File: src/addr_mode_pkg.sv
package addr_mode_pkg;


    // ------------------------------------------------------------
    // Sizes and addresses
    // ------------------------------------------------------------
    localparam int         PC_W          = 12;
    localparam int         STACK_ENTRIES = 6;
    localparam int         BASIC_OPS     = 40;
    localparam int         ADDR_MODES    = 9;
    localparam int         INSTR_TYPES   = 6;
    localparam logic [7:0] SCRATCH_BASE  = 8'h80;
    localparam logic [7:0] PTR_FIRST     = 8'h80;
    localparam logic [7:0] PTR_SECOND    = 8'h81;
    localparam logic [11:0] PC_RESET     = 12'h000;
    localparam logic [7:0] ACC_RESET     = 8'h00;

    // ------------------------------------------------------------
    // Opcode classes (upper bits) and field codes
    // ------------------------------------------------------------
    localparam logic [2:0] CLS_EXT   = 3'h4;
    localparam logic [3:0] CLS_BITD  = 4'hA;
    localparam logic [3:0] CLS_BTB   = 4'hB;
    localparam logic [3:0] CLS_SHORT = 4'hC;
    localparam logic [3:0] CLS_DIR   = 4'hD;
    localparam logic [2:0] CLS_IND   = 3'h7;
    localparam logic [3:0] F_CLEAR   = 4'hD;
    localparam logic [3:0] F_LDIM    = 4'hE;

    // Internal operation codes
    localparam logic [3:0] AOP_LOAD    = 4'h0;
    localparam logic [3:0] AOP_ADD     = 4'h1;
    localparam logic [3:0] AOP_AND     = 4'h2;
    localparam logic [3:0] AOP_COMPARE = 4'h3;
    localparam logic [3:0] AOP_SUB     = 4'h4;
    localparam logic [3:0] AOP_ST      = 4'h5;
    localparam logic [3:0] AOP_INC     = 4'h6;
    localparam logic [3:0] AOP_MINUS   = 4'h7;
    localparam logic [3:0] AOP_CLEAR   = 4'h8;
    localparam logic [3:0] AOP_LDIM    = 4'h9;
    localparam logic [3:0] AOP_INVERT  = 4'hA;
    localparam logic [3:0] AOP_ROTATE  = 4'hB;
    localparam logic [3:0] AOP_SHIFT   = 4'hC;
    localparam logic [3:0] AOP_NOP     = 4'hD;
    localparam logic [3:0] AOP_RET     = 4'hE;

    // ------------------------------------------------------------
    // Cycle counts per instruction type
    // ------------------------------------------------------------
    localparam logic [2:0] CYC_LDST = 3'h4;
    localparam logic [2:0] CYC_ALU  = 3'h4;
    localparam logic [2:0] CYC_REL  = 3'h2;
    localparam logic [2:0] CYC_BTB  = 3'h5;
    localparam logic [2:0] CYC_BIT  = 3'h4;
    localparam logic [2:0] CYC_EXT  = 3'h4;
    localparam logic [2:0] CYC_CTRL = 3'h2;

    typedef enum logic [6:0] {
        S_FETCH = 7'b0000001,
        S_OPND1 = 7'b0000010,
        S_OPND2 = 7'b0000100,
        S_PTR   = 7'b0001000,
        S_RDMEM = 7'b0010000,
        S_EXEC  = 7'b0100000,
        S_HOLD  = 7'b1000000
    } state_t;

    typedef enum logic [5:0] {
        T_LDST    = 6'b000001,
        T_ALU     = 6'b000010,
        T_BRANCH  = 6'b000100,
        T_CTRL    = 6'b001000,
        T_JMPCALL = 6'b010000,
        T_BITMAN  = 6'b100000
    } itype_t;

    typedef struct packed {
        logic [7:0] addr;
        logic       wr;
        logic [7:0] wdata;
    } data_req_t;

    typedef struct packed {
        logic [11:0] pc;
        logic [7:0]  acc;
        logic        zero;
        logic        carry;
        logic [2:0]  depth;
    } core_stat_t;

endpackage

File: src/addressing_mode_decoder.sv
module addressing_mode_decoder #(
    parameter int STACK_DEPTH = addr_mode_pkg::STACK_ENTRIES
) (
    // Clock and reset
    input  wire logic                           clk,
    input  wire logic                           rst_n,
    // Program space, read combinationally at prog_addr
    output logic [addr_mode_pkg::PC_W-1:0]      prog_addr,
    input  wire logic [7:0]                     prog_rdata,
    // Data space, read combinationally at data_req.addr
    output addr_mode_pkg::data_req_t            data_req,
    input  wire logic [7:0]                     data_rdata,
    // Core state
    output addr_mode_pkg::core_stat_t           status,
    output logic                                instr_done,
    output logic                                stack_fault
);
    import addr_mode_pkg::*;

    // ------------------------------------------------------------
    // Elaboration check
    // ------------------------------------------------------------
    if (STACK_DEPTH < 1 || STACK_DEPTH > 7) begin : g_bad_depth
        $error("STACK_DEPTH must lie in 1..7");
    end

    state_t      state;
    logic [7:0]  op;
    logic [7:0]  b1;
    logic [7:0]  b2;
    logic [7:0]  mem;
    logic [11:0] pc;
    logic [7:0]  acc;
    logic        zero;
    logic        carry;
    logic [2:0]  cyc;
    logic [2:0]  sp;
    logic [11:0] stack [STACK_DEPTH];
    logic [7:0]  data_addr;
    logic        data_wr;
    logic [7:0]  data_wd;

    // ------------------------------------------------------------
    // Decode
    // ------------------------------------------------------------
    logic [7:0] cur_op;
    logic       d_rel, d_ext, d_call, d_bitd, d_btb, d_short;
    logic       d_dir, d_ind, d_imm, d_ldim, d_inh;
    logic [3:0] aop;
    itype_t     d_type;
    logic [2:0] need;

    // Opcode byte is live on the bus during fetch, held afterwards
    assign cur_op = (state == S_FETCH) ? prog_rdata : op;

    always_comb begin
        d_rel   = ~cur_op[7];
        d_ext   = cur_op[7:5] == CLS_EXT;
        d_call  = d_ext & cur_op[4];
        d_bitd  = cur_op[7:4] == CLS_BITD;
        d_btb   = cur_op[7:4] == CLS_BTB;
        d_short = cur_op[7:4] == CLS_SHORT;
        d_dir   = cur_op[7:4] == CLS_DIR;
        d_ind   = cur_op[7:5] == CLS_IND;
        d_imm   = d_dir & cur_op[3] & (cur_op[2:0] <= 3'h4);
        d_ldim  = d_dir & (cur_op[3:0] == F_LDIM);
        d_inh   = d_ind & cur_op[3];
        aop     = AOP_NOP;
        if (d_short) begin
            unique case (cur_op[3:2])
                2'h0: aop = AOP_LOAD;
                2'h1: aop = AOP_ST;
                2'h2: aop = AOP_INC;
                2'h3: aop = AOP_MINUS;
            endcase
        end else if ((d_dir || d_ind) && !cur_op[3]) begin
            aop = {1'b0, cur_op[2:0]};
        end else if (d_imm) begin
            aop = {1'b0, cur_op[2:0]};
        end else if (d_dir && cur_op[3:0] == F_CLEAR) begin
            aop = AOP_CLEAR;
        end else if (d_ldim) begin
            aop = AOP_LDIM;
        end else if (d_inh) begin
            case (cur_op[2:0])
                3'h0:    aop = AOP_INVERT;
                3'h1:    aop = AOP_ROTATE;
                3'h2:    aop = AOP_SHIFT;
                3'h4:    aop = AOP_RET;
                default: aop = AOP_NOP;
            endcase
        end
        // Six instruction types, one cycle budget each except branch, which has two (relative and bit test)
        if (d_rel) begin
            d_type = T_BRANCH;
            need   = CYC_REL;
        end else if (d_btb) begin
            d_type = T_BRANCH;
            need   = CYC_BTB;
        end else if (d_ext) begin
            d_type = T_JMPCALL;
            need   = CYC_EXT;
        end else if (d_bitd) begin
            d_type = T_BITMAN;
            need   = CYC_BIT;
        end else if (aop == AOP_LOAD || aop == AOP_ST || aop == AOP_LDIM) begin
            d_type = T_LDST;
            need   = CYC_LDST;
        end else if (aop == AOP_NOP || aop == AOP_RET) begin
            d_type = T_CTRL;
            need   = CYC_CTRL;
        end else begin
            d_type = T_ALU;
            need   = CYC_ALU;
        end
    end

    // Longer paths than the budget (odd codes) simply end on arrival
    assign instr_done = (state == S_EXEC || state == S_HOLD) && (cyc >= need - 3'h1);

    // ------------------------------------------------------------
    // Execute
    // ------------------------------------------------------------
    logic [7:0]  src;
    logic [8:0]  wide;
    logic [7:0]  new_acc;
    logic        new_z;
    logic        new_c;
    logic        wr_mem;
    logic [7:0]  wdata;
    logic        push;
    logic        pop;
    logic [11:0] pc_next;
    logic [11:0] len;
    logic        bitv;
    logic        cond;

    always_comb begin
        src     = d_imm ? b1 : mem;
        wide    = 9'h000;
        new_acc = acc;
        new_z   = zero;
        new_c   = carry;
        wr_mem  = 1'b0;
        wdata   = 8'h00;
        push    = 1'b0;
        pop     = 1'b0;
        bitv    = mem[cur_op[3:1]];
        len     = (d_btb || d_ldim) ? 12'h003 : ((d_dir || d_bitd || d_ext) ? 12'h002 : 12'h001);
        pc_next = pc + len;
        unique case (cur_op[6:5])
            2'h0: cond = ~zero;
            2'h1: cond = ~carry;
            2'h2: cond = zero;
            2'h3: cond = carry;
        endcase
        if (d_bitd) begin
            // Old bit goes to carry, then the byte is written back
            wr_mem = 1'b1;
            wdata  = mem;
            wdata[cur_op[3:1]] = cur_op[0];
            new_c  = bitv;
        end else if (d_btb) begin
            new_c = bitv;
            if (bitv == cur_op[0]) begin
                pc_next = pc + 12'h001 + {{4{b2[7]}}, b2};
            end
        end else if (d_rel) begin
            if (cond) begin
                pc_next = cur_op[4] ? pc - {8'h00, cur_op[3:0]}
                                    : pc + 12'h001 + {8'h00, cur_op[3:0]};
            end
        end else if (d_ext) begin
            pc_next = {cur_op[3:0], b1};
            push    = d_call;
        end else begin
            case (aop)
                AOP_LOAD: begin
                    new_acc = src;
                    new_z   = (src == 8'h00);
                end
                AOP_ST: begin
                    wr_mem = 1'b1;
                    wdata  = acc;
                    new_z  = (acc == 8'h00);
                end
                AOP_ADD: begin
                    wide    = {1'b0, acc} + {1'b0, src};
                    new_acc = wide[7:0];
                    new_z   = (wide[7:0] == 8'h00);
                    new_c   = wide[8];
                end
                AOP_AND: begin
                    new_acc = acc & src;
                    new_z   = ((acc & src) == 8'h00);
                    new_c   = 1'b0;
                end
                AOP_COMPARE, AOP_SUB: begin
                    wide  = {1'b0, acc} - {1'b0, src};
                    new_z = (wide[7:0] == 8'h00);
                    new_c = wide[8];
                    if (aop == AOP_SUB) begin
                        new_acc = wide[7:0];
                    end
                end
                AOP_INC, AOP_MINUS: begin
                    wr_mem = 1'b1;
                    wdata  = (aop == AOP_INC) ? mem + 8'h01 : mem - 8'h01;
                    new_z  = (wdata == 8'h00);
                end
                AOP_CLEAR: begin
                    wr_mem = 1'b1;
                end
                AOP_LDIM: begin
                    wr_mem = 1'b1;
                    wdata  = b2;
                end
                AOP_INVERT: begin
                    new_acc = ~acc;
                    new_z   = (~acc == 8'h00);
                    new_c   = acc[7];
                end
                AOP_ROTATE, AOP_SHIFT: begin
                    new_acc = {acc[6:0], (aop == AOP_ROTATE) ? carry : 1'b0};
                    new_z   = ({acc[6:0], (aop == AOP_ROTATE) ? carry : 1'b0} == 8'h00);
                    new_c   = acc[7];
                end
                AOP_RET: begin
                    pop = 1'b1;
                    if (sp != 3'h0) begin
                        pc_next = stack[sp - 3'h1];
                    end
                end
                default: begin
                end
            endcase
        end
    end

    // ------------------------------------------------------------
    // Sequencer and operand capture
    // ------------------------------------------------------------
    always_ff @(posedge clk) begin
        if (!rst_n) begin
            state     <= S_FETCH;
            cyc       <= 3'h0;
            op        <= 8'h00;
            b1        <= 8'h00;
            b2        <= 8'h00;
            mem       <= 8'h00;
            prog_addr <= PC_RESET;
            data_addr <= 8'h00;
        end else begin
            cyc <= cyc + 3'h1;
            unique case (state)
                S_FETCH: begin
                    op  <= prog_rdata;
                    cyc <= 3'h1;
                    if (d_rel || d_inh) begin
                        state <= S_EXEC;
                    end else if (d_short) begin
                        state     <= S_RDMEM;
                        data_addr <= SCRATCH_BASE | {6'h00, prog_rdata[1:0]};
                    end else if (d_ind) begin
                        state     <= S_PTR;
                        data_addr <= prog_rdata[4] ? PTR_SECOND : PTR_FIRST;
                    end else begin
                        state     <= S_OPND1;
                        prog_addr <= pc + 12'h001;
                    end
                end
                S_OPND1: begin
                    b1 <= prog_rdata;
                    if (d_btb || d_ldim) begin
                        state     <= S_OPND2;
                        prog_addr <= pc + 12'h002;
                    end else if (d_imm || d_ext) begin
                        state <= S_EXEC;
                    end else begin
                        state     <= S_RDMEM;
                        data_addr <= prog_rdata;
                    end
                end
                S_OPND2: begin
                    b2        <= prog_rdata;
                    data_addr <= b1;
                    state     <= d_btb ? S_RDMEM : S_EXEC;
                end
                S_PTR: begin
                    data_addr <= data_rdata;
                    state     <= S_RDMEM;
                end
                S_RDMEM: begin
                    mem   <= data_rdata;
                    state <= S_EXEC;
                end
                S_EXEC, S_HOLD: begin
                    if (instr_done) begin
                        state     <= S_FETCH;
                        prog_addr <= (state == S_EXEC) ? pc_next : pc;
                    end else begin
                        state <= S_HOLD;
                    end
                end
                default: state <= S_FETCH;
            endcase
        end
    end

    // Accumulator, flags and program counter change only in execute
    always_ff @(posedge clk) begin
        if (!rst_n) begin
            acc   <= ACC_RESET;
            zero  <= 1'b0;
            carry <= 1'b0;
            pc    <= PC_RESET;
        end else if (state == S_EXEC) begin
            acc   <= new_acc;
            zero  <= new_z;
            carry <= new_c;
            pc    <= pc_next;
        end
    end

    // Return stack; overflow and underflow latch a fault, nothing wraps
    always_ff @(posedge clk) begin
        if (!rst_n) begin
            sp          <= 3'h0;
            stack_fault <= 1'b0;
        end else if (state == S_EXEC) begin
            if (push) begin
                if (sp < 3'(STACK_DEPTH)) begin
                    stack[sp] <= pc + len;
                    sp        <= sp + 3'h1;
                end else begin
                    stack_fault <= 1'b1;
                end
            end else if (pop) begin
                if (sp != 3'h0) begin
                    sp <= sp - 3'h1;
                end else begin
                    stack_fault <= 1'b1;
                end
            end
        end
    end

    // Write strobe lands one cycle after execute, address still held
    always_ff @(posedge clk) begin
        if (!rst_n) begin
            data_wr <= 1'b0;
            data_wd <= 8'h00;
        end else begin
            data_wr <= (state == S_EXEC) && wr_mem;
            data_wd <= wdata;
        end
    end

    assign data_req = '{addr: data_addr, wr: data_wr, wdata: data_wd};
    assign status   = '{pc: pc, acc: acc, zero: zero, carry: carry, depth: sp};

    // ------------------------------------------------------------
    // Checks
    // ------------------------------------------------------------
    ldst_length_a: assert property (@(posedge clk) disable iff (!rst_n)
        state == S_FETCH && d_type == T_LDST
        |-> !instr_done ##1 !instr_done ##1 !instr_done ##1 instr_done)
        else $error("load or store not four cycles");
    rel_length_a: assert property (@(posedge clk) disable iff (!rst_n)
        state == S_FETCH && d_rel |-> !instr_done ##1 instr_done)
        else $error("relative branch not two cycles");
    btb_length_a: assert property (@(posedge clk) disable iff (!rst_n)
        state == S_FETCH && d_btb |-> !instr_done[*4] ##1 instr_done)
        else $error("bit test branch not five cycles");
    stack_bound_a: assert property (@(posedge clk) disable iff (!rst_n)
        sp <= 3'(STACK_DEPTH))
        else $error("return stack beyond its depth");
    rel_target_a: assert property (@(posedge clk) disable iff (!rst_n)
        state == S_EXEC && d_rel && cond && cur_op[4]
        |=> pc == $past(pc) - {8'h00, $past(op[3:0])})
        else $error("backward branch target wrong");
    ext_target_a: assert property (@(posedge clk) disable iff (!rst_n)
        state == S_EXEC && d_ext |=> pc == {$past(op[3:0]), $past(b1)})
        else $error("extended target wrong");
    short_addr_a: assert property (@(posedge clk) disable iff (!rst_n)
        state == S_FETCH && d_short ##1 state == S_RDMEM
        |-> data_addr == (SCRATCH_BASE | {6'h00, op[1:0]}))
        else $error("short direct address wrong");
    bit_carry_a: assert property (@(posedge clk) disable iff (!rst_n)
        state == S_EXEC && d_bitd
        |=> carry == $past(bitv) ##0 data_wr && data_wd[op[3:1]] == op[0])
        else $error("bit op carry or write wrong");
    ldim_flags_a: assert property (@(posedge clk) disable iff (!rst_n)
        state == S_EXEC && d_ldim |=> $stable(zero) && $stable(carry) && data_wr)
        else $error("immediate store touched flags");

endmodule // addressing_mode_decoder

File: config.mk
export PLATFORM = sky130hd
export DESIGN_NAME = addressing_mode_decoder
export DESIGN_NICKNAME = d
export VERILOG_FILES = /design/src/addr_mode_pkg.sv /design/src/addressing_mode_decoder.sv
export SDC_FILE = /design/constraint.sdc
export NUM_CORES = 1
export LEC_CHECK = 0
export BUFFER_PORTS_ARGS = -buffer_cell sky130_fd_sc_hd__buf_4
export CORE_MARGIN = 2
export CORE_UTILIZATION = 55
export CTS_BUF_LIST = sky130_fd_sc_hd__clkbuf_2 sky130_fd_sc_hd__clkbuf_4 sky130_fd_sc_hd__clkbuf_8
export DETAILED_ROUTE_END_ITERATION = 10
export PLACE_DENSITY_LB_ADDON = 0.08
export SYNTH_ARGS = -nofsm -noshare
export SYNTH_HDL_FRONTEND = slang
export SYNTH_SLANG_ARGS = --single-unit
File: constraint.sdc
create_clock -name clk -period 4.9 [get_ports clk]
set_clock_uncertainty 0.05 [all_clocks]
set_input_delay 0.245 -clock clk [delete_from_list [all_inputs] [get_ports clk]]
set_output_delay 0.245 -clock clk [all_outputs]
set_load 0.01 [all_outputs]
== Word-level counts from Yosys, hierarchy flattened ==
Memories as Yosys holds them, arrays and structs flattened.
Cells that the tools add are included.

* Word-level logic and storage cells: 252
* Memories kept: 1
* Bits in registers: 97
* Latch bits: 0
* Bits of input ports: 18
* Bits in writable memories: 72
* Memory bits (read-only): 0

{| class="wikitable"
|+ Memories
! name !! words !! width !! read ports !! clocked after memory_dff !! wr ports !! line !! source
|-
| stack || 6 || 12 || 1 || 0 || 1 || addressing_mode_decoder.sv:38 || <nowiki>logic [11:0] stack [STACK_DEPTH];</nowiki>
|}

* Multiply operators: 0
* Bitwise logic cells: 14
* $lt $le $gt $ge: 5
* Eq/ne operators: 52
* Shift-type cells: 0
* Add/subtract/negate cells: 14
* Mux-type cells: 98
* Reduce and logical (&&, ||, !) cells: 51
* Divide/modulo/power cells: 0

{| class="wikitable"
|+ Operator list
! operator !! count
|-
| $mux W12 || 15
|-
| $mux W8 || 13
|-
| $logic_not A8 Y1 || 8
|-
| $eq A4 B4 Y1 const B || 13
|-
| $pmux W8 S6 || 1
|-
| $pmux W7 S6 || 1
|-
| $mux W3 || 13
|-
| $pmux W12 S3 || 1
|-
| $mux W1 || 32
|-
| $pmux W8 S4 || 1
|-
| $mux W6 || 4
|-
| $pmux W8 S3 || 1
|-
| $ne A2 B2 Y1 const B || 10
|-
| $eq A4 B3 Y1 const B || 4
|-
| $mux W4 || 4
|-
| $pmux W4 S4 || 1
|-
| $add A12 B1 Y12 const B || 1
|-
| $add A12 B12 Y12 || 1
|-
| $add A12 B2 Y12 || 1
|-
| $add A12 B2 Y12 const B || 1
|-
| $add A12 B4 Y12 || 1
|-
| $pmux W3 S4 || 1
|-
| $reduce_and A4 Y1 || 3
|-
| $reduce_and A6 Y1 || 2
|-
| other kinds (58) || 101
|}

== Longest topological paths before layout ==
Gate-level depths: netlist of run 1.

* Depth in word-level cells: 23
* Depth in mapped cells: 22
* Mapped depth without buffers: 19

== Worst setup path after synthesis of run 1 ==
No wires, ideal clock.

* Kind: flip-flop to flip-flop
* Start: register state[4]
* End: register zero
* Library setup time: 0.077 ns
* Data arrival time: 4.342 ns
* Period minus slack after synthesis: 4.469 ns
* Path slack: 0.431 ns
* Required time: 4.773 ns
* Cell stages (with the launch flop): 20
* Buffers on the path: 3
* Cells stage by stage: dfxtp_1 or4_1 buf_4 nor2_4 buf_6 mux2i_1 o21ai_1 buf_2 nor3_1 nand2_1 ha_1 a21o_1 a21oi_1 o22ai_1 o41ai_1 xnor2_1 xnor2_1 o41ai_1 a41oi_1 a41oi_2

* Longest elaborated chain between the ends: 14

{| class="wikitable"
|+ Ends and longest elaborated chain
! element !! line !! source
|-
| start, declared || addressing_mode_decoder.sv:27 || <nowiki>state_t state;</nowiki>
|-
| start signal, assigned || addressing_mode_decoder.sv:287 || <nowiki>state <= d_btb ? S_RDMEM : S_EXEC;</nowiki>
|-
| $eq A7 B1 Y1 || addressing_mode_decoder.sv:54 || <nowiki>assign cur_op = (state == S_FETCH) ? prog_rdata : op;</nowiki>
|-
| $mux W8 || n/a ||
|-
| $eq A3 B3 Y1 (tied with other cells) || addressing_mode_decoder.sv:85 || <nowiki>case (cur_op[2:0])</nowiki>
|-
| $pmux W3 S4 or $and A1 B1 Y1 (tied branches) || addressing_mode_decoder.sv:85, addressing_mode_decoder.sv:67 ||
|-
| $mux W3 || addressing_mode_decoder.sv:84 || <nowiki>end else if (d_inh) begin</nowiki>
|-
| $mux W3 || addressing_mode_decoder.sv:82 || <nowiki>end else if (d_ldim) begin</nowiki>
|-
| $mux W3 || addressing_mode_decoder.sv:80 || <nowiki>end else if (d_dir && cur_op[3:0] == F_CLEAR) begin</nowiki>
|-
| $mux W4 || addressing_mode_decoder.sv:78 || <nowiki>end else if (d_imm) begin</nowiki>
|-
| $mux W4 || addressing_mode_decoder.sv:76 || <nowiki>end else if ((d_dir || d_ind) && !cur_op[3]) begin</nowiki>
|-
| $mux W4 || addressing_mode_decoder.sv:69 || <nowiki>if (d_short) begin</nowiki>
|-
| $eq A4 B4 Y1 (tied with other cells) || addressing_mode_decoder.sv:177, addressing_mode_decoder.sv:225 ||
|-
| $mux W1 (tied with other cells) || addressing_mode_decoder.sv:225 || <nowiki>new_z = ({acc[6:0], (aop == AOP_ROTATE) ? carry : 1'b0} == 8'h00);</nowiki>
|-
| $logic_not A8 Y1 (tied with other cells) || addressing_mode_decoder.sv:225 ||
|-
| $pmux W1 S8 or $reduce_and A6 Y1 (tied branches) || n/a ||
|-
| end signal, assigned || addressing_mode_decoder.sv:319 || <nowiki>zero <= new_z;</nowiki>
|-
| end, declared || addressing_mode_decoder.sv:34 || <nowiki>logic zero;</nowiki>
|}

Several ways; a longest one is shown, not always the timed one. The select of a mux whose other input is x is not followed.
A chain may end at the register's enable or synchronous reset.

== Worst setup path after layout of run 1 ==
* Start: register state[4]
* End: register pc[8]

* Longest elaborated chain between the ends: 17

{| class="wikitable"
|+ Ends and longest elaborated chain
! element !! line !! source
|-
| branches (longest 16 deep; another with $add A12 B2 Y12) || n/a ||
|-
| $mux W12 * || n/a ||
|-
| end signal, assigned || addressing_mode_decoder.sv:321 || <nowiki>pc <= pc_next;</nowiki>
|-
| end, declared || addressing_mode_decoder.sv:32 || <nowiki>logic [11:0] pc;</nowiki>
|}

Mark *: on every way between the ends. The select of a mux whose other input is x is not followed.

==> results of run 1 <==
power by group:
group	leakage (uW)	switching [uW]	total (uW)	internal (uW)
clock network	0.000211	685	1080	396
logic	0.00366	1410	2230	822
registers	0.00143	102	1660	1560
worst max path at each step:
stage                     startpoint  endpoint  slack, ns  cells past startpoint
after floorplan             state[4]      zero       0.43                     19
after global placement      state[4]      zero       0.08                     16
after detailed placement    state[4]      zero      0.009                     16
after CTS                   state[4]      zero       0.10                     16
after global routing        state[4]      zero     -0.008                     17
final                       state[4]     pc[8]       0.28                     16
registers in the layout (all words and copies together) (netlist names), 7 cells and up:
signal     cells
acc            8
b1             8
b2             8
data_addr      8
data_wd        8
mem            8
op             8
pc            12
prog_addr     12
stack         72
state          7
cells in the final DEF (no fill, tap or decap), types with 7 or more instances in the layout:
cell             n
or3_1            9
edfxtp_1        72
a211o_1          8
nand4_1         21
clkbuf_8        17
nor3_1          36
xor2_1          17
o21a_1          11
dfxtp_1         95
a21o_1          12
a221oi_1        12
a22oi_1          8
nand3b_1         8
o21ai_0         65
o221ai_1        10
nor4_1          18
a31oi_1         21
mux4_2          12
dlygate4sd3_1    8
nor2_1         136
inv_1           60
o31ai_1          7
buf_4          142
nand2_1        140
nand2b_1        24
a311oi_1        18
xnor2_1         56
o22ai_1         19
a21oi_1        106
and2_1           9
nand3_1         36
mux2i_1         49
a211oi_1        13
o211ai_1        16
o21ai_1          9
ha_1            51
cell families after synthesis:
family / Yosys count / share of synthesized area [%]
DFF: 169 / 33.0
adders and majority gates: 59 / 6.28
xor gates and xnor gates: 75 / 5.28
AOI/OAI and AO/OA: 420 / 23.4
and+or+nand+nor: 493 / 19.6
buffers and inverters: 156 / 5.28
muxes: 72 / 7.12
stage by stage:
step	instance area, um^2	std cells	utilization (%)	worst slack (ns)
3_3_place_gp	13500	1777	60.1	0.0843
5_1_grt	14000	1820	62.5	-0.00805
3_5_place_dp	13500	1777	60.1	0.00893
4_1_cts	14000	1817	62.3	0.101
6_report	14000	1820	62.5	0.276
2_1_floorplan	12500	1444	-	0.431
routing by layer:
metal	wire (um)	global-route usage, %	vias up
met3	3520	5.83	164
met1	18200	48.8	5825
li1	-	-	5560
met2	20400	60.3	707
met5	0	0	-
met4	2710	21.3	0
layout make-up:
type	instances	area, um^2
Timing Repair Buffer	150	1150
Tap cell	285	357
Clock inverter	15	190
Fill cell	2024	8400
Sequential cell	169	4110
Clock buffer	17	234
Multi-Input combinational cell	1119	7750
Inverter	65	244
tightest hold or removal path: stages:
cell	delay, ns
buf_4	0.16
nand2_1	0.07
a21oi_1	0.05
repair_timing:
item / 4_1_cts / 5_1_grt
endpoints found under the setup margin: 1 / 11
hold buffers: 8 / 0
resized for setup: 1 / 6
endpoints found under the hold margin: 8 / 0
pin swaps: 0 / 1
buffers inserted: 0 / 3
==> metrics, run 1 <==
WHS Endpoint b1[7]; worst hold stages 3; EDFF count, synth 72; area growth from synthesis to layout 12.7%; grt ovf 0; setup violators final 0; register bit total from synthesis 169; Critical Path, Cell by Cell nor4_2 > nand2_2 > mux2i_2 > inv_1 > ha_2 > inv_1 > fa_1 > nand2b_1 > a21boi_0 > o211a_1 > o211ai_1 > xnor2_1 > a41oi_1 > o221ai_1 > a311oi_1 > and2_1; ys flop type dfxtp_1; final hold slack 0.0320 ns; via count 12,300; largest net degree at the start of global routing 42; CP max stage cell a311oi_1; asr flop ratio synth 0%; Synth area leaders edfxtp_1 (17%), dfxtp_1 (16%), ha_1 (5.2%), a21oi_1 (4.3%), nand2_1 (4.3%); IO Pins 74; Least-Margin Pin Slew 1.11 ns; count leader, synth nand2_1; root buffer cell clkbuf_8; fraction of layout cells with a size suffix above 1 16.1%; Cells after Synth 1,444; max incr delay on CP 0.42 ns; Sink Count 169; antenna violations before repair 0; Crit Path Class reg -> reg; final hold vios 0; DR WL/cell 24.6 um; CP startpoint kind flip-flop; Crit path max-delay family compound AO/OA/AOI/OAI gates; n_diodes 0; Syn Area/Cell 8.62 um^2; outcome finished, final reports clean; Post-synth top cells nand2_1 (141), nor2_1 (136), a21oi_1 (106), dfxtp_1 (97), edfxtp_1 (72); Starting DRT DRC Count 1,512; leak pwr 0.00530 uW; die height 154 um; total CTS buffers 17; NumNets Final 1,598; sequential fraction of the synthesis area 33.0%; vias in the first global route 11,700; Synth top area share 17.4%; WP data arrival 5.02 ns; RR Endpoint pc[8]; gpl congestion 1.02; YS warnings 0; Max Cap Violations 0; Crit path buffers/inverters 2; clock-pin slew on the worst setup and hold paths 0.12 ns; Mapped Nets 1,520; total power 4970 uW; Mapped Area 0.0125 mm^2; total global-route track usage 37.6%; Crit Reg-Reg Startpoint state[4]; core footprint 0.0224 mm^2; fin crit period 4.62 ns; Post-DP HPWL 33,200 um; antenna viol nets, final 0; Worst VDD drop 0.201 mV; Die ar. 0.0239 mm^2; Hold Path Class in -> reg; R2R depth 16; Fmax 216 MHz; Clk Latency, worst-skew pair 0.50 ns; post-detailed-route DRC marker count 0; final setup TNS 0 ns; Die Wd 154 um; Setup crit end kind flip-flop; Port Buffers 73; final worst-path cycle share 94.4%; maximum level of the CTS H-tree 4; CTS tree built; worst endpoint required time 5.30 ns; R2R Setup Slk 0.28 ns; Initial Utilization 55.5%; Worst Hold Launch prog_rdata[7]; Cell Rows 55; drt pass-1 iters 8; Worst path most repeated cell inv_1; CP Max Fanout 9; Clock Tree Buf Depth 2; Max-slew headroom 24.8%; final WL 44,900 um; routed vias/inst 6.73; first-pass GRT wire length 68,800 um; PD cells 354 mW/mm^2; post-synth cell types 102; largest area contributor in the netlist edfxtp_1; max-slew violations 0
No activity file was read; power rests on OpenSTA's default activity.
==> inputs of run 2 (changes only) <==
--- a/config.mk
+++ b/config.mk
@@ -11,6 +11,7 @@
 export CTS_BUF_LIST = sky130_fd_sc_hd__clkbuf_2 sky130_fd_sc_hd__clkbuf_4 sky130_fd_sc_hd__clkbuf_8
 export DETAILED_ROUTE_END_ITERATION = 10
 export PLACE_DENSITY_LB_ADDON = 0.08
+export RECOVER_POWER = 100
 export SYNTH_ARGS = -nofsm -noshare
 export SYNTH_HDL_FRONTEND = slang
 export SYNTH_SLANG_ARGS = --single-unit
==> metrics, run 2 (same netlist as run 1, synthesis figures left out) <==
Fmax 216 MHz (about the same); Cell Rows 55 (unchanged); CTS tree built (unchanged); grt ovf 0 (unchanged); CP max stage cell xnor2_2 (was a311oi_1); Worst VDD drop 0.204 mV (was 0.201 mV); area growth from synthesis to layout 10.6% (was 12.7%); Clk Latency, worst-skew pair 0.50 ns (about the same); gpl congestion 1.02 (unchanged); Worst path most repeated cell a21oi_1 (was inv_1); Crit path max-delay family simple AND/OR/NAND/NOR gates (was compound AO/OA/AOI/OAI gates); Crit path depth 15 (was 16); Die Wd 154 um (unchanged); WP data arrival 5.00 ns (was 5.02 ns); total power 4920 uW (was 4970 uW); CP Max Fanout 9 (unchanged); fraction of layout cells with a size suffix above 1 11.6% (was 16.1%); R2R depth 15 (was 16); Critical Path End prog_addr[5] (was pc[8]); Critical Path, Cell by Cell nor4_2 > nand2_2 > mux2i_2 > inv_1 > nor3_4 > a211o_1 > ha_1 > a21oi_1 > nor2_1 > nand3_1 > xnor2_2 > mux2i_1 > a21oi_1 > o221ai_1 > a311oi_1 (was nor4_2 > nand2_2 > mux2i_2 > inv_1 > ha_2 > inv_1 > fa_1 > nand2b_1 > a21boi_0 > o211a_1 > o211ai_1 > xnor2_1 > a41oi_1 > o221ai_1 > a311oi_1 > and2_1); worst slack, placed 0.00893 ns (unchanged); post-detailed-route DRC marker count 0 (unchanged); final hold vios 0 (unchanged); Setup crit end kind flip-flop (unchanged); Port Buffers 73 (unchanged); most frequent cells in the layout nand2_1 (140), nor2_1 (136), a21oi_1 (106), dfxtp_1 (95), buf_4 (75) (was buf_4 (142), nand2_1 (140), nor2_1 (136), a21oi_1 (106), dfxtp_1 (95)); CP startpoint kind flip-flop (unchanged); Crit Path Class reg -> reg (unchanged); Post-DP HPWL 33,200 um (unchanged); setup violators final 0 (unchanged); clock-pin slew on the worst setup and hold paths 0.12 ns (about the same); R2R Setup Slk 0.27 ns (was 0.28 ns); Sequential Power Share 33.7% (was 33.3%); final hold slack 0.0225 ns (was 0.0320 ns); Initial Utilization 55.5% (unchanged); max incr delay on CP 0.50 ns (was 0.42 ns); Final Util 61.4% (was 62.5%); Max-slew headroom -48.5% (was 24.8%); n_diodes 0 (unchanged); clock power share 22.0% (was 21.8%); top flop regs stack: 72 flops, pc: 12 flops, prog_addr: 12 flops (unchanged); RR Endpoint prog_addr[5] (was pc[8]); Least-Margin Pin Slew 2.23 ns (was 1.11 ns); NumNets Final 1,598 (unchanged); worst endpoint required time 5.27 ns (was 5.30 ns); Most flops, register stack (unchanged); failing checks capacitance limit, slew limit; outcome complete, but fails checks (was finished, final reports clean); antenna violations before repair 0 (unchanged); antenna viol nets, final 0 (unchanged); max-slew violations 31 (was 0); final setup TNS 0 ns (unchanged); commonest non-fill, non-tap cell in the layout nand2_1 (was buf_4); DR WL/cell 24.6 um (about the same); drt pass-1 iters 6 (was 8); total CTS buffers 17 (unchanged); Switching Share 44.6% (was 44.2%); vias in the first global route 11,700 (unchanged); IO Pins 74 (unchanged); total global-route track usage 37.6% (unchanged); Sink Count 169 (unchanged); Crit path buffers/inverters 1 (was 2); leak pwr 0.00502 uW (was 0.00530 uW); PnR worst setup slack 0.268 ns (was 0.276 ns); largest net degree at the start of global routing 42 (unchanged); PD cells 357 mW/mm^2 (was 354 mW/mm^2); switching pwr 2200 uW (about the same); Starting DRT DRC Count 1,537 (was 1,512); fin crit period 4.63 ns (was 4.62 ns); Critical path origin state[4] (unchanged); routed vias/inst 6.75 (was 6.73); max reg flops 72 (unchanged); first-pass GRT wire length 68,800 um (unchanged); maximum level of the CTS H-tree 4 (unchanged); via count 12,300 (about the same); core footprint 0.0224 mm^2 (unchanged); root buffer cell clkbuf_8 (unchanged); combinational power share 44.4% (was 44.9%); Max Cap Violations 1 (was 0); internal cell power 2720 uW (was 2770 uW); final WL 44,800 um (was 44,900 um); die height 154 um (unchanged); Hold Path Class in -> reg (unchanged); Die ar. 0.0239 mm^2 (unchanged); Crit Reg-Reg Startpoint state[4] (unchanged); Clock Tree Buf Depth 2 (unchanged); final worst-path cycle share 94.5% (was 94.4%)
[run 2: cell types whose count changed in the layout (fill, tap and decap cells not counted)]
cell,before,now
and2_1,9,8
o21ai_0,65,66
inv_1,60,61
o21ai_1,9,8
nor3_1,36,37
nor3_2,6,5
buf_4,142,75
clkbuf_1,0,67
inv_2,5,4
and2_0,0,1
[run 2: worst min-delay path: cells and delay by family]
family / cells / cell delay, ns
buffers and inverters: 1 / 0.17
and+or+nand+nor: 1 / 0.07
AOI/OAI and AO/OA: 1 / 0.05
[run 2: timing repair]
action,CTS,global route
gates resized for setup,1,6
gates cloned,0,0
endpoints found under the setup margin,1,11
hold endpoints to repair,8,0
pin swaps,0,1
hold buffers,8,0
buffers inserted,0,3
[run 2: worst min-delay path by stage]
stage | start | end | slack [ns] | cells past startpoint
global route | prog_rdata[6] | b2[6] | 0.02 | 3
finish | prog_rdata[4] | b2[4] | 0.02 | 3
CTS | prog_rdata[7] | b1[7] | 0.02 | 3
detailed placement | cyc[0] | cyc[0] | 0.42 | 1
floorplan | prog_rdata[7] | b1[7] | 0.33 | 2
global placement | cyc[0] | cyc[0] | 0.41 | 1
[run 2: final cells by class]
class	instances	area, um^2
Clock buffer	17	234
Clock inverter	15	190
Inverter	65	244
Fill cell	2091	8660
Multi-Input combinational cell	1119	7750
Tap cell	285	357
Sequential cell	169	4110
Timing Repair Buffer	150	895
[run 2: metrics by stage]
| step | cell area [um^2] | std cells |
|---|---|---|
| after floorplan | 12500 | 1444 |
| after global placement | 13500 | 1777 |
| after detailed placement | 13500 | 1777 |
| after CTS | 14000 | 1817 |
| after global routing | 13800 | 1820 |
| final | 13800 | 1820 |
[run 2: power by group through the flow]
stage,logic (uW),registers (uW),clock network (uW)
floorplan,1420,1660,0
global placement,2110,1680,0
detailed placement,2120,1680,0
CTS,2140,1650,1080
global route,2320,1670,1140
finish,2180,1660,1080
[run 2: per-layer routing]
layer / GRT usage [%] / up-vias / part of all wire, % / wire length [um]
met5: 0 / - / 0 / 0
met2: 60.3 / 641 / 45 / 20400
met4: 21.3 / 0 / 6.2 / 2780
met3: 5.83 / 171 / 7.4 / 3310
met1: 48.8 / 5904 / 41 / 18400
li1: - / 5565 / - / -
